<file path="config.mk">
export PLATFORM = sky130hd
export DESIGN_NAME = uwr_wake_rx
export DESIGN_NICKNAME = d
export VERILOG_FILES = /design/src/logic/uwr_rx_core.v /design/src/logic/uwr_wake_rx.v
export VERILOG_INCLUDE_DIRS = /design/src /design/src/common
export SDC_FILE = /design/constraint.sdc
export NUM_CORES = 1
export LEC_CHECK = 0
export ABC_AREA = 0
export ABC_CLOCK_PERIOD_IN_PS = 2200
export BUFFER_PORTS_ARGS = -buffer_cell sky130_fd_sc_hd__buf_2
export CAP_MARGIN = 20
export CORE_ASPECT_RATIO = 1.5
export CORE_UTILIZATION = 51
export CTS_CLUSTER_DIAMETER = 50
export DETAILED_ROUTE_END_ITERATION = 7
export PLACE_DENSITY = 0.87
export SKIP_CTS_REPAIR_TIMING = 1
export SLEW_MARGIN = 20
export SYNTH_ARGS = -nofsm -noshare
export SYNTH_HDL_FRONTEND = slang
export SYNTH_SLANG_ARGS = --single-unit
</file>
<file path="constraint.sdc">
create_clock -name aclk -period 2.2 [get_ports aclk]
set_input_delay 0.11 -clock aclk [delete_from_list [all_inputs] [get_ports aclk]]
set_output_delay 0.11 -clock aclk [all_outputs]
set_load 0.02 [all_outputs]
</file>
<file path="src/common/uwr_consts.vh">
// Overview of operation
// - leaving deep sleep takes about 25 us and any receive traffic in that time is dropped.
// - the receiver neither samples nor delivers characters while in deep sleep.
// - once awake, the first falling edge seen on the line is taken as a start bit.
// - a falling edge on the receive line during deep sleep requests the wake.
// - while sleep_inhibit_n is low the block never enters any sleep state.
// - in command mode every 0x00 byte is discarded and never starts a packet.
// - in data-pipe mode a 0x00 received while awake is forwarded as payload.
// - deep sleep can be avoided by lowering the system sleep level, or the pipe sleep level while pipe_open is high.
// - the effective sleep level is the minimum of system, open-pipe and pulse-width limits.
// - cpu_asleep_indicator is low while awake and high while asleep.
// - forced_shutdown_n low forces hibernation regardless of everything else.
`ifndef UWR_CONSTS_VH
`define UWR_CONSTS_VH
`define UWR_CLK_MHZ 25
`define UWR_WAKE_NS 25000
`define UWR_WAKE_CYC ((`UWR_WAKE_NS * `UWR_CLK_MHZ) / 1000)
`define UWR_LVL_NONE 2'h0
`define UWR_LVL_NORMAL 2'h1
`define UWR_LVL_DEEP 2'h2
`define UWR_SYS_LVL_RST 2'h1
`define UWR_PIPE_LVL_RST 2'h2
`define UWR_NULL_BYTE 8'h00
`define UWR_BAUD_DIV_RST 16'h00D9
`define UWR_ADDR_CTRL 4'h0
`define UWR_ADDR_DIV 4'h4
`define UWR_ADDR_STAT 4'h8
`define UWR_ADDR_DATA 4'hC
`define UWR_RESP_OK 2'h0
`define UWR_RESP_ERR 2'h2
`endif

</file>
<file path="src/logic/uwr_rx_core.v">
`timescale 1ns/1ns
`default_nettype none
`include "uwr_consts.vh"
// -----------------------------------------------------------------------------
// 8/N/1 receiver, enabled only when the cpu is awake
// -----------------------------------------------------------------------------
module uwr_rx_core (
  input wire aclk,
  input wire aresetn,
  input wire enable,
  input wire rxd,
  input wire [15:0] baud_div,
  output reg byte_valid,
  output reg [7:0] byte_data
);
  localparam ST_IDLE = 2'h0;
  localparam ST_START = 2'h1;
  localparam ST_DATA = 2'h2;
  localparam ST_STOP = 2'h3;
  reg [1:0] state_reg;
  reg [15:0] cnt_reg;
  reg [2:0] bit_reg;
  reg rxd_d_reg;
  // frame engine; disabled logic holds idle so traffic is dropped
  always @(posedge aclk) begin
    if (!aresetn || !enable) begin
      state_reg <= ST_IDLE;
      cnt_reg <= 16'h0000;
      bit_reg <= 3'h0;
      rxd_d_reg <= 1'b1;
      byte_valid <= 1'b0;
      byte_data <= 8'h00;
    end else begin
      rxd_d_reg <= rxd;
      byte_valid <= 1'b0;
      case (state_reg)
        ST_IDLE: begin
          if (rxd_d_reg && !rxd) begin
            state_reg <= ST_START;
            cnt_reg <= {1'b0, baud_div[15:1]};
          end
        end
        ST_START: begin
          if (cnt_reg == 16'h0000) begin
            cnt_reg <= baud_div - 16'h0001; // count runs n-1 down to 0, n clocks per bit
            bit_reg <= 3'h0;
            state_reg <= rxd ? ST_IDLE : ST_DATA;
          end else begin
            cnt_reg <= cnt_reg - 16'h0001;
          end
        end
        ST_DATA: begin
          if (cnt_reg == 16'h0000) begin
            cnt_reg <= baud_div - 16'h0001;
            byte_data <= {rxd, byte_data[7:1]};
            bit_reg <= bit_reg + 3'h1;
            if (bit_reg == 3'h7) begin
              state_reg <= ST_STOP;
            end
          end else begin
            cnt_reg <= cnt_reg - 16'h0001;
          end
        end
        ST_STOP: begin
          if (cnt_reg == 16'h0000) begin
            byte_valid <= rxd;
            state_reg <= ST_IDLE;
          end else begin
            cnt_reg <= cnt_reg - 16'h0001;
          end
        end
        default: begin
          state_reg <= ST_IDLE;
        end
      endcase
    end
  end
endmodule // uwr_rx_core
`default_nettype wire

</file>
<file path="src/logic/uwr_wake_rx.v">
`timescale 1ns/1ns
`default_nettype none
`include "uwr_consts.vh"
// -----------------------------------------------------------------------------
// sleep control and wake-on-receive front end with axi4-lite registers
// -----------------------------------------------------------------------------
module uwr_wake_rx #(
  parameter WAKE_CYC = `UWR_WAKE_CYC
) (
  input wire aclk,
  input wire aresetn,
  input wire [3:0] s_axi_awaddr,
  input wire s_axi_awvalid,
  output reg s_axi_awready,
  input wire [31:0] s_axi_wdata,
  input wire [3:0] s_axi_wstrb,
  input wire s_axi_wvalid,
  output reg s_axi_wready,
  output reg [1:0] s_axi_bresp,
  output reg s_axi_bvalid,
  input wire s_axi_bready,
  input wire [3:0] s_axi_araddr,
  input wire s_axi_arvalid,
  output reg s_axi_arready,
  output reg [31:0] s_axi_rdata,
  output reg [1:0] s_axi_rresp,
  output reg s_axi_rvalid,
  input wire s_axi_rready,
  input wire uart_rxd,
  input wire sleep_inhibit_n,
  input wire forced_shutdown_n,
  input wire pipe_open,
  output reg cpu_asleep_indicator,
  output reg hibernating,
  output reg [7:0] pipe_data,
  output reg pipe_valid
);
  localparam ST_ACTIVE = 2'h0;
  localparam ST_NORMAL = 2'h1;
  localparam ST_DEEP = 2'h2;
  localparam ST_WAKING = 2'h3;
  // ---------------------------------------------------------------------------
  // registers
  // ---------------------------------------------------------------------------
  reg [1:0] sys_lvl_reg;
  reg [1:0] pipe_lvl_reg;
  reg pwm_on_reg;
  reg pipe_mode_reg;
  reg sleep_req_reg;
  reg [15:0] baud_div_reg;
  reg [7:0] cmd_data_reg;
  reg cmd_full_reg;
  reg [31:0] drop_cnt_reg;
  reg [1:0] state_reg;
  reg [15:0] wake_cnt_reg;
  reg rxd_d_reg;
  reg aw_got_reg;
  reg w_got_reg;
  reg [3:0] aw_addr_reg;
  reg [31:0] w_data_reg;
  reg rd_data_sel_reg;
  wire rx_valid;
  wire [7:0] rx_data;
  wire awake;
  wire [1:0] eff_lvl;
  function [1:0] lvl_min;
    input [1:0] a;
    input [1:0] b;
    begin
      lvl_min = (a < b) ? a : b;
    end
  endfunction
  // effective sleep depth from all limiting sources
  assign eff_lvl = lvl_min(lvl_min(sys_lvl_reg, pipe_open ? pipe_lvl_reg : `UWR_LVL_DEEP),
    pwm_on_reg ? `UWR_LVL_NORMAL : `UWR_LVL_DEEP);
  assign awake = (state_reg == ST_ACTIVE) || (state_reg == ST_NORMAL);
  // ---------------------------------------------------------------------------
  // power state machine
  // ---------------------------------------------------------------------------
  always @(posedge aclk) begin
    if (!aresetn) begin
      state_reg <= ST_ACTIVE;
      wake_cnt_reg <= 16'h0000;
      rxd_d_reg <= 1'b1;
      cpu_asleep_indicator <= 1'b0;
      hibernating <= 1'b0;
    end else begin
      rxd_d_reg <= uart_rxd;
      hibernating <= !forced_shutdown_n;
      cpu_asleep_indicator <= !forced_shutdown_n || state_reg == ST_DEEP
        || state_reg == ST_WAKING;
      if (!forced_shutdown_n) begin
        state_reg <= ST_ACTIVE;
      end else begin
        case (state_reg)
          ST_ACTIVE, ST_NORMAL: begin
            if (!sleep_inhibit_n || !sleep_req_reg || eff_lvl == `UWR_LVL_NONE) begin
              state_reg <= ST_ACTIVE;
            end else if (eff_lvl == `UWR_LVL_DEEP) begin
              state_reg <= ST_DEEP;
            end else begin
              state_reg <= ST_NORMAL;
            end
          end
          ST_DEEP: begin
            if ((rxd_d_reg && !uart_rxd) || !sleep_inhibit_n) begin
              state_reg <= ST_WAKING;
              wake_cnt_reg <= WAKE_CYC[15:0];
            end
          end
          ST_WAKING: begin
            if (wake_cnt_reg <= 16'h0001) begin
              state_reg <= ST_ACTIVE;
            end else begin
              wake_cnt_reg <= wake_cnt_reg - 16'h0001;
            end
          end
          default: begin
            state_reg <= ST_ACTIVE;
          end
        endcase
      end
    end
  end
  // receiver runs only while awake and not hibernating
  uwr_rx_core u_rx (
    .aclk(aclk),
    .aresetn(aresetn),
    .enable(awake && forced_shutdown_n),
    .rxd(uart_rxd),
    .baud_div(baud_div_reg),
    .byte_valid(rx_valid),
    .byte_data(rx_data)
  );
  // ---------------------------------------------------------------------------
  // axi4-lite slave and byte routing
  // ---------------------------------------------------------------------------
  always @(posedge aclk) begin
    if (!aresetn) begin
      s_axi_awready <= 1'b0;
      s_axi_wready <= 1'b0;
      s_axi_bvalid <= 1'b0;
      s_axi_bresp <= `UWR_RESP_OK;
      s_axi_arready <= 1'b0;
      s_axi_rvalid <= 1'b0;
      s_axi_rdata <= 32'h00000000;
      s_axi_rresp <= `UWR_RESP_OK;
      aw_got_reg <= 1'b0;
      w_got_reg <= 1'b0;
      aw_addr_reg <= 4'h0;
      w_data_reg <= 32'h00000000;
      rd_data_sel_reg <= 1'b0;
      sys_lvl_reg <= `UWR_SYS_LVL_RST;
      pipe_lvl_reg <= `UWR_PIPE_LVL_RST;
      pwm_on_reg <= 1'b0;
      pipe_mode_reg <= 1'b0;
      sleep_req_reg <= 1'b0;
      baud_div_reg <= `UWR_BAUD_DIV_RST;
      cmd_data_reg <= 8'h00;
      cmd_full_reg <= 1'b0;
      drop_cnt_reg <= 32'h00000000;
      pipe_data <= 8'h00;
      pipe_valid <= 1'b0;
    end else begin
      s_axi_awready <= 1'b0;
      s_axi_wready <= 1'b0;
      s_axi_arready <= 1'b0;
      pipe_valid <= 1'b0;
      // received byte routing; set beats a same-cycle read clear
      if (s_axi_rvalid && s_axi_rready && rd_data_sel_reg && !rx_valid) begin
        cmd_full_reg <= 1'b0;
      end
      if (rx_valid) begin
        if (pipe_mode_reg) begin
          pipe_data <= rx_data;
          pipe_valid <= 1'b1;
        end else if (rx_data == `UWR_NULL_BYTE) begin
          drop_cnt_reg <= drop_cnt_reg + 32'h00000001;
        end else begin
          cmd_data_reg <= rx_data;
          cmd_full_reg <= 1'b1;
        end
      end
      if (s_axi_awvalid && !aw_got_reg && !s_axi_bvalid) begin
        s_axi_awready <= 1'b1;
        aw_got_reg <= 1'b1;
        aw_addr_reg <= s_axi_awaddr;
      end
      if (s_axi_wvalid && !w_got_reg && !s_axi_bvalid) begin
        s_axi_wready <= 1'b1;
        w_got_reg <= 1'b1;
        w_data_reg <= s_axi_wdata;
      end
      if (aw_got_reg && w_got_reg) begin
        aw_got_reg <= 1'b0;
        w_got_reg <= 1'b0;
        s_axi_bvalid <= 1'b1;
        s_axi_bresp <= `UWR_RESP_OK;
        case (aw_addr_reg)
          `UWR_ADDR_CTRL: begin
            sys_lvl_reg <= w_data_reg[1:0];
            pipe_lvl_reg <= w_data_reg[3:2];
            pwm_on_reg <= w_data_reg[4];
            pipe_mode_reg <= w_data_reg[5];
            sleep_req_reg <= w_data_reg[6];
          end
          `UWR_ADDR_DIV: begin
            baud_div_reg <= w_data_reg[15:0];
          end
          `UWR_ADDR_STAT, `UWR_ADDR_DATA: begin
          end
          default: begin
            s_axi_bresp <= `UWR_RESP_ERR;
          end
        endcase
      end else if (s_axi_bvalid && s_axi_bready) begin
        s_axi_bvalid <= 1'b0;
      end
      if (s_axi_arvalid && !s_axi_arready && !s_axi_rvalid) begin
        s_axi_arready <= 1'b1;
        s_axi_rvalid <= 1'b1;
        s_axi_rresp <= `UWR_RESP_OK;
        rd_data_sel_reg <= (s_axi_araddr == `UWR_ADDR_DATA); // only a data read clears full
        case (s_axi_araddr)
          `UWR_ADDR_CTRL: s_axi_rdata <= {25'h0000000, sleep_req_reg, pipe_mode_reg,
            pwm_on_reg, pipe_lvl_reg, sys_lvl_reg};
          `UWR_ADDR_DIV: s_axi_rdata <= {16'h0000, baud_div_reg};
          `UWR_ADDR_STAT: s_axi_rdata <= {26'h0000000, !forced_shutdown_n, eff_lvl,
            state_reg, awake};
          `UWR_ADDR_DATA: s_axi_rdata <= {23'h000000, cmd_full_reg, cmd_data_reg};
          default: begin
            s_axi_rdata <= 32'h00000000;
            s_axi_rresp <= `UWR_RESP_ERR;
          end
        endcase
      end else if (s_axi_rvalid && s_axi_rready) begin
        s_axi_rvalid <= 1'b0;
      end
    end
  end
endmodule // uwr_wake_rx
`default_nettype wire

</file>
==> metrics.csv, run 1 <==
metric;value;unit
CP endpoint kind;register;
placer congestion estimate;0.949;
Seq/Total Area, Yosys;41.9;%
initial antenna violation count;1;
combinational family with the most area after synthesis;simple AND/OR/NAND/NOR gates;
final net count;979;
initial drt markers;578;
post-synth top area share;41.9;%
max_slew headroom;53.9;%
Top Metal Used;met4;
setup TNS;0;ns
n_diodes;0;
RSZ-0062 raised after global routing;false;
Post-Synth Adder-Cell Area;2.26;%
Setup CP Type;reg2reg;
num rows;50;
flop and latch count out of synthesis;139;
Peak VDD IR;0.000578;V
dpl hpwl;12500;um
Reg2Reg Setup Slack;0.07;ns
setup violators final;0;
DRC;0;
Final Max Tran Viols;0;
total gr overflow;0;
Synth Flop Type;dfxtp_1;
clk buf depth;2;
Netlist Area Pre-Place;0.00664;mm^2
Post-Route WL;20000;um
num ports;107;
Slew @ Worst Pin;0.690;ns
initial core utilization;52.8;%
Antenna Nets Post-Route;0;
multiplexer area fraction after synthesis;6.52;%
Worst EP arrival;2.47;ns
Cells after Synth;788;
Core ar.;0.0126;mm^2
Crit path required time;2.54;ns
die width;95.2;um
TritonCTS clock tree;built;
xor and xnor area share after synthesis;4.22;%
CP startpoint kind;register;
DP Area;0.00735;mm^2
Final Util;65.8;%
syn_area_per_cell;8.43;um^2
WL met3;1240;um
Pleak;3.39;nW
non-filler cells, final;1081;
PortBufs;68;
first-pass GRT wire length;29600;um
library cells used by synthesis;74;
max-cap viol count;0;
post-synthesis simple-gate area fraction;23.5;%
Die Ht;142;um
First-pass DRT Iterations;5;
CTS Buf Count;17;
share of cells above drive strength 1;21.7;%
Worst-path clk slew;0.06;ns
fmax;470;MHz
drt via density;5.99;
critical path peak fanout;9;
Hold/Removal Path Class;in2reg;
global-route usage over all layers;28.7;%
top post-synthesis cells by area;dfxtp_1, nand2_1, a21oi_1, nor2_1, mux2i_1;
Overall Power;6.33;mW
EDFF count, synth;0;
routed via count;6474;
Yosys warnings;0;
Clock Tree Root;clkbuf_16;
Final Cell Area;0.00828;mm^2
H-tree depth;4;
Hold Violations, Final;0;
Post-Place Cells;1023;
Die ar.;0.0135;mm^2
outcome;finished clean;
largest net degree at the start of global routing;88;
clock sinks;139;
compound-cell area share of the yosys netlist;15.4;%
vias in the first global route;6049;
Final min period;2.13;ns
WL met2;10200;um
area grow syn2layout;24.6;%
Post-synth ARST share;0;%
met1 wire length;7090;um
area leader, netlist;dfxtp_1;
Power per Cell Area;765;mW/mm^2
Routed WL per cell;18.5;um
Max Clock Skew;0.00970;ns
later-pin clock latency in the skew report;0.42;ns
Tcrit/Tclk final;96.8;%
## final timing paths
path	from	end	depth (start not counted)
max	wake_cnt_reg[10]	wake_cnt_reg[1]	6
max reg2reg	wake_cnt_reg[10]	wake_cnt_reg[1]	6
min	sleep_inhibit_n	state_reg[1]	3
min reg2reg	w_data_reg[10]	baud_div_reg[10]	2
## where the power goes
group	switching [mW]	internal, mW
logic	0.442	0.303
clock network	1.24	1.72
registers	0.0497	2.57
total	1.73	4.59
## Yosys cell counts (3+ instances only)
master,n
inv_1,18
nand2_1,104
buf_6,3
nand4b_1,4
nor2b_1,9
nor3b_1,4
dfxtp_1,139
a22oi_1,14
and2_1,3
buf_4,21
mux2i_1,32
nor4_1,13
mux4_2,5
o31ai_1,5
xor2_1,13
clkbuf_1,35
nor3_1,30
ha_1,12
o41ai_1,6
a211oi_1,3
nor2_1,94
xnor2_1,19
nand4_1,6
nand2b_1,6
buf_1,3
or3_1,4
o21ai_0,19
nand3_1,30
o211ai_1,3
a21oi_1,75
a31oi_1,7
## layout make-up
type / count / area (um^2)
Sequential cell: 139 / 2780
Multi-Input combinational cell: 584 / 3580
Clock buffer: 17 / 425
Fill cell: 902 / 4300
Inverter: 19 / 71.3
Tap cell: 156 / 195
Clock inverter: 15 / 176
Timing Repair Buffer: 151 / 1050
## layout by cell type, fill, tap and decap left out, types with 4 or more instances in the layout
master	netlist	final
nor4_2	0	4
dfxtp_1	139	139
a31oi_1	7	7
mux2i_1	32	32
nand4_1	6	6
inv_6	0	7
nor4_1	13	9
conb_1	1	18
o21ai_0	19	18
nand2b_1	6	6
nand2_1	104	104
buf_4	21	57
ha_1	12	10
inv_1	18	16
a21oi_1	75	75
nor3b_1	4	4
buf_2	1	68
a22oi_1	14	14
nand4b_1	4	4
or3_1	4	4
xnor2_1	19	19
nor3_1	30	27
o31ai_1	5	5
nor2b_1	9	9
xor2_1	13	13
clkbuf_16	0	17
nor3_2	1	4
nor2_1	94	93
mux4_2	5	5
o41ai_1	6	6
dlygate4sd3_1	0	23
nand3_1	30	30
## worst max-delay path, stage by stage (launching register included)
cell	delay, ns
dfxtp_1	0.35
or4_4	0.55
or2_4	0.27
o31ai_4	0.31
or2b_4	0.23
o21ai_4	0.12
a211oi_2	0.21
## cells by family after synthesis
| group | Yosys count |
|---|---|
| compound gates | 158 |
| buf+inv | 82 |
| fa+ha+maj | 12 |
| flops | 139 |
| xor+xnor | 32 |
| mux | 37 |
| simple gates | 327 |
| other cells | 1 |
## metrics by stage
step           hold WS [ns]  setup WS, ns
5_1_grt              0.0323      0.000120
6_report             0.0335        0.0702
3_3_place_gp          0.334        0.0951
3_5_place_dp          0.343        0.0342
4_1_cts             -0.0980        0.0159
2_1_floorplan         0.182        0.0301
## per-layer routing
layer	GRT usage [%]	vias to the layer above
met4	21.1	0
met1	30.6	3044
met2	48.4	337
met3	6.91	112
li1	-	2981
met5	0	-
No activity file was read; power rests on OpenSTA's default activity.
==> inputs of run 2 (changes only) <==
--- a/config.mk
+++ b/config.mk
@@ -8,12 +8,12 @@
 export LEC_CHECK = 0
 export ABC_AREA = 0
-export ABC_CLOCK_PERIOD_IN_PS = 2200
+export ABC_CLOCK_PERIOD_IN_PS = 2500
 export BUFFER_PORTS_ARGS = -buffer_cell sky130_fd_sc_hd__buf_2
 export CAP_MARGIN = 20
 export CORE_ASPECT_RATIO = 1.5
-export CORE_UTILIZATION = 51
+export CORE_UTILIZATION = 61
 export CTS_CLUSTER_DIAMETER = 50
 export DETAILED_ROUTE_END_ITERATION = 7
-export PLACE_DENSITY = 0.87
+export PLACE_DENSITY = 0.95
 export SKIP_CTS_REPAIR_TIMING = 1
 export SLEW_MARGIN = 20
==> constraint.sdc (replaced) <==
create_clock -name aclk -period 2.5 [get_ports aclk]
set_input_delay 0.25 -clock aclk [delete_from_list [all_inputs] [get_ports aclk]]
set_output_delay 0.25 -clock aclk [all_outputs]
set_load 0.02 [all_outputs]
==> run 2 against run 1 <==
Against the previous run: the run now ends with design-rule violations left; fmax fell by 11%; sequential power fell by 12%; die area down 16%; worst setup slack gained 0.038 ns; global-route usage up 8.5 points; sequential share of layout area increased by 2.3 points; clock skew is 0.00064 ns lower; critical path type unchanged; largest power group unchanged; highest routed layer unchanged.
==> metrics.csv, run 2 (synthesis gave the netlist of run 1 again) <==
metric;value;unit;change
n_diodes;0;;unchanged
CP endpoint kind;register;;
Setup CP Type;reg2reg;;
max_slew headroom;49.6;%;-4.3 points
setup TNS;0;ns;unchanged
DP Area;0.00711;mm^2;-3.4%
R2R Path End;wake_cnt_reg[5];;
CP Capture Point;wake_cnt_reg[5];;
final worst slack;0.108;ns;+0.0379 ns
FF-to-FF Start;wake_cnt_reg[0];;
TritonCTS clock tree;built;;
internal power;3.91;mW;-15%
max-cap viol count;0;;unchanged
dpl hpwl;12100;um;-3.0%
NetSw;1.56;mW;-10%
PortBufs;68;;unchanged
Final min period;2.39;ns;+0.262 ns
Hold/Removal Path Class;in2reg;;
First-pass DRT Iterations;8;;+3
R2R cell count;6;;unchanged
Post-Place Cells;980;;-4.2%
Peak VDD IR;0.000628;V;+8.8%
Final Max Tran Viols;0;;unchanged
Pleak;3.14;nW;-7.6%
Post-Route WL;19700;um;-1.4%
Reg2Reg Setup Slack;0.11;ns;+0.04 ns
initial drt markers;651;;+13%
non-filler cells, final;1013;;-6.3%
Antenna Nets Post-Route;0;;unchanged
violations in the final reports;design-rule violations;;
Clock Power Share;47.0;%;+0.2 points
first-pass GRT wire length;31900;um;+7.8%
drt via density;6.39;;+6.6%
share of cells above drive strength 1;18.3;%;-3.4 points
Power per Cell Area;706;mW/mm^2;-7.7%
setup violators final;0;;unchanged
CTS Buf Count;17;;unchanged
total gr overflow;0;;unchanged
routed via count;6470;;-0.062%
placer congestion estimate;0.916;;-3.4%
critical path peak fanout;7;;-2
CP startpoint;wake_cnt_reg[0];;
final net count;923;;-5.7%
num ports;107;;unchanged
later-pin clock latency in the skew report;0.44;ns;+0.02 ns
filler instances;683;;-24%
commonest non-fill, non-tap cells in the layout;dfxtp_1, nand2_1, nor2_1;;
initial antenna violation count;0;;-1
num rows;46;;-8.0%
vias in the first global route;6214;;+2.7%
clock sinks;139;;unchanged
Final Util;73.1;%;+7.3 points
Final Cell Area;0.00774;mm^2;-6.5%
H-tree depth;4;;unchanged
outcome;complete, but fails checks;;
Tcrit/Tclk final;95.7;%;-1.1 points
largest net degree at the start of global routing;88;;unchanged
Clock Tree Root;clkbuf_16;;
DRC;1;;+1
die width;87.2;um;-8.4%
Routed WL per cell;19.4;um;+5.2%
RSZ-0062 raised after global routing;false;;
Min Hold Slack;0.0479;ns;+0.0144 ns
Logic pwr share;10.7;%;-1.1 points
Hold Violations, Final;0;;unchanged
Overall Power;5.46;mW;-14%
Seq pwr share;42.3;%;+0.9 points
pre-CTS setup slack;0.180;ns;+0.145 ns
initial core utilization;62.7;%;+9.9 points
most common cell after layout, fill and taps aside;dfxtp_1;;
CP startpoint kind;register;;
clk buf depth;2;;unchanged
Worst EP arrival;2.66;ns;+0.19 ns
Crit path required time;2.77;ns;+0.23 ns
Die Ht;130;um;-8.4%
Max Clock Skew;0.00906;ns;-0.000635 ns
Slew @ Worst Pin;0.750;ns;+0.0600 ns
Core ar.;0.0106;mm^2;-16%
fmax;418;MHz;-11%
Worst-path clk slew;0.06;ns;about the same
global-route usage over all layers;37.2;%;+8.5 points
area grow syn2layout;16.5;%;
sw frac;28.5;%;+1.1 points
Die ar.;0.0113;mm^2;-16%
run 2: worst min-delay path by stage:
stage,endpoint,start,cells past startpoint,slack (ns)
6_report,hibernating,forced_shutdown_n,2,0.05
3_5_place_dp,pipe_data[2],pipe_data[2],2,0.45
3_3_place_gp,baud_div_reg[10],w_data_reg[10],2,0.44
5_1_grt,hibernating,forced_shutdown_n,2,0.04
4_1_cts,hibernating,forced_shutdown_n,2,0.04
2_1_floorplan,hibernating,forced_shutdown_n,1,0.32
run 2: cell type report:
class | instances | area, um^2 | area share [%]
timing repair buffer | 95 | 581 | 7.50
sequential | 139 | 2780 | 36.0
clock buffer | 17 | 425 | 5.50
clock inverter | 15 | 168 | 2.17
multi-input combinational | 584 | 3530 | 45.6
tap | 144 | 180 | 2.33
inverter | 19 | 71.3 | 0.921
run 2: power by group through the flow:
stage               Clock, mW  Combinational (mW)  Sequential [mW]
floorplan                   0               0.399             2.36
global placement            0               0.526             2.35
detailed placement          0               0.538             2.36
CTS                      2.56               0.550             2.31
global route             2.67               0.623             2.31
finish                   2.57               0.582             2.31
run 2: routing by layer:
metal | share of wire, % | wire length [um] | vias to the layer above | track usage (%)
li1 | - | - | 2873 | -
met4 | 7.8 | 1540 | 0 | 25.7
met3 | 9.2 | 1820 | 153 | 9.42
met1 | 34 | 6740 | 2976 | 41.7
met2 | 49 | 9580 | 468 | 61.7
met5 | 0 | 0 | - | 0
run 2: critical path: stages, from the launching register on:
cell	delay, ns
dfxtp_1	0.43
inv_1	0.08
ha_1	0.25
o2111ai_1	0.44
o31ai_4	0.14
nor3_1	0.66
a311oi_1	0.24
==> inputs of run 3 (changes only) <==
- HOLD_SLACK_MARGIN: unset -> 0.15
- PLACE_DENSITY: 0.95 -> unset
- PLACE_DENSITY_LB_ADDON: unset -> 0.2
==> run 3 against run 2 <==
Against the previous run: the flow now finishes without violations; combinational power is 3% higher; utilization is 1.6 points higher; non-clock buffer count is 19 higher; worst setup slack better by 0.036 ns; critical path depth is 2 higher; first-iteration DRC count is 35% lower; clock power is 5% lower; global-route usage is 5.6 points lower; routed wire length is 8.5% lower; sequential power hardly changed; via count is 5.5% lower; sequential share of layout area is 0.79 points lower; highest routed layer unchanged.
==> metrics.csv, run 3 (synthesis gave the netlist of run 1 again) <==
metric;value;unit;change
Worst-path clk slew;0.06;ns;about the same
Worst EP arrival;2.66;ns;about the same
clk buf depth;2;;unchanged
drt via density;5.93;;-7.2%
setup TNS;0;ns;unchanged
Power per Cell Area;677;mW/mm^2;-4.1%
final net count;942;;+2.1%
CTS Buf Count;17;;unchanged
Die ar.;0.0113;mm^2;unchanged
global-route usage over all layers;31.6;%;-5.6 points
dpl hpwl;12300;um;+1.5%
CP max stage delay;0.61;ns;-0.05 ns
Setup CP Type;reg2reg;;
Die Ht;130;um;unchanged
area grow syn2layout;19.2;%;
H-tree depth;4;;unchanged
initial drt markers;425;;-35%
Post-Route WL;18000;um;-8.5%
First-pass DRT Iterations;7;;-1
Pleak;3.20;nW;+1.9%
Core ar.;0.0106;mm^2;unchanged
outcome;finished clean;;
later-pin clock latency in the skew report;0.42;ns;-0.02 ns
DP Area;0.00710;mm^2;-0.14%
TritonCTS clock tree;built;;
worst-path cell chain;inv_1, ha_1, or4b_1, nor3b_1, xor2_1, o31ai_1, o21ai_0, a32o_1;;
filler instances;812;;+19%
PortBufs;68;;unchanged
total gr overflow;0;;unchanged
commonest non-fill, non-tap cells in the layout;dfxtp_1, nand2_1, nor2_1;;
Top delay family on crit path;simple AND/OR/NAND/NOR gates;;
Slowest cell on crit path;or4b_1;;
Hold Violations, Final;0;;unchanged
n_diodes;0;;unchanged
multi-input logic area;0.00352;mm^2;-0.25%
Clock Tree Root;clkbuf_16;;
Final min period;2.36;ns;-0.0362 ns
RSZ-0062 raised after global routing;false;;
vias in the first global route;5719;;-8.0%
initial core utilization;62.7;%;unchanged
largest net degree at the start of global routing;88;;unchanged
placer congestion estimate;0.889;;-3.0%
DRC;0;;-1
max-cap viol count;0;;unchanged
setup violators final;0;;unchanged
die width;87.2;um;unchanged
first-pass GRT wire length;27400;um;-14%
Slew @ Worst Pin;0.786;ns;+0.0368 ns
critical path peak fanout;7;;unchanged
max_slew headroom;47.4;%;-2.2 points
num ports;107;;unchanged
Worst Path Buf+Inv;1;;unchanged
num rows;46;;unchanged
Max Clock Skew;0.0102;ns;+0.00117 ns
CP endpoint kind;register;;
Reg2Reg Setup Slack;0.14;ns;+0.04 ns
share of cells above drive strength 1;17.1;%;-1.2 points
Final Max Tran Viols;0;;unchanged
initial antenna violation count;0;;unchanged
CP startpoint kind;register;;
clock sinks;139;;unchanged
Routed WL per cell;17.5;um;-10%
most common cell after layout, fill and taps aside;dfxtp_1;;
Hold/Removal Path Class;in2reg;;
Peak VDD IR;0.000510;V;-19%
FF/Latch Area;0.00278;mm^2;unchanged
fmax;424;MHz;+1.5%
Antenna Nets Post-Route;0;;unchanged
routed via count;6111;;-5.5%
Final Cell Area;0.00791;mm^2;+2.2%
Tcrit/Tclk final;94.2;%;-1.4 points
Crit path required time;2.81;ns;+0.04 ns
-- run 3: worst paths after layout --
kind / cells past startpoint / to / startpoint
max: 8 / u_rx.cnt_reg[10] / baud_div_reg[1]
max reg2reg: 8 / u_rx.cnt_reg[10] / baud_div_reg[1]
min: 3 / u_rx.byte_data[7] / uart_rxd
min reg2reg: 2 / pipe_data[3] / pipe_data[3]
-- run 3: report_power, final --
group          total [mW]  switching [mW]  leakage [nW]  internal, mW
sequential           2.31          0.0433          1.13          2.27
clock                2.45            1.03         0.279          1.42
combinational       0.601           0.369          1.79         0.231
-- run 3: per-stage QoR --
stage,total power [mW],util (%),instances,hold slack (ns),setup WS [ns]
global route,5.53,74.7,1031,0.168,0.0131
finish,5.36,74.7,1031,0.141,0.144
CTS,5.33,72.4,1008,0.0514,0.0851
detailed placement,2.91,67.0,977,0.443,0.126
floorplan,2.76,-,805,0.322,0.330
global placement,2.89,67.0,977,0.443,0.228
-- run 3: final cells by class --
cell class / instances / area share [%]
clock inverter: 13 / 1.72
timing repair buffer: 114 / 9.87
sequential: 139 / 35.2
inverter: 19 / 0.901
multi-input combinational: 584 / 44.5
tap: 144 / 2.28
clock buffer: 18 / 5.55
-- run 3: worst reg2reg max path, cell delays in order (launching register included) --
cell     delay (ns)
dfxtp_1        0.37
inv_1          0.11
ha_1           0.22
or4b_1         0.61
nor3b_1        0.29
xor2_1         0.12
o31ai_1        0.22
o21ai_0        0.11
a32o_1         0.21
-- run 3: per-layer routing --
metal  routed length (um)  vias up  GRT usage [%]
met2                 9600      296           57.8
met1                 6490     2852           33.2
met5                    0        -              0
li1                     -     2894              -
met3                 1160       69           7.21
met4                  753        0           17.2
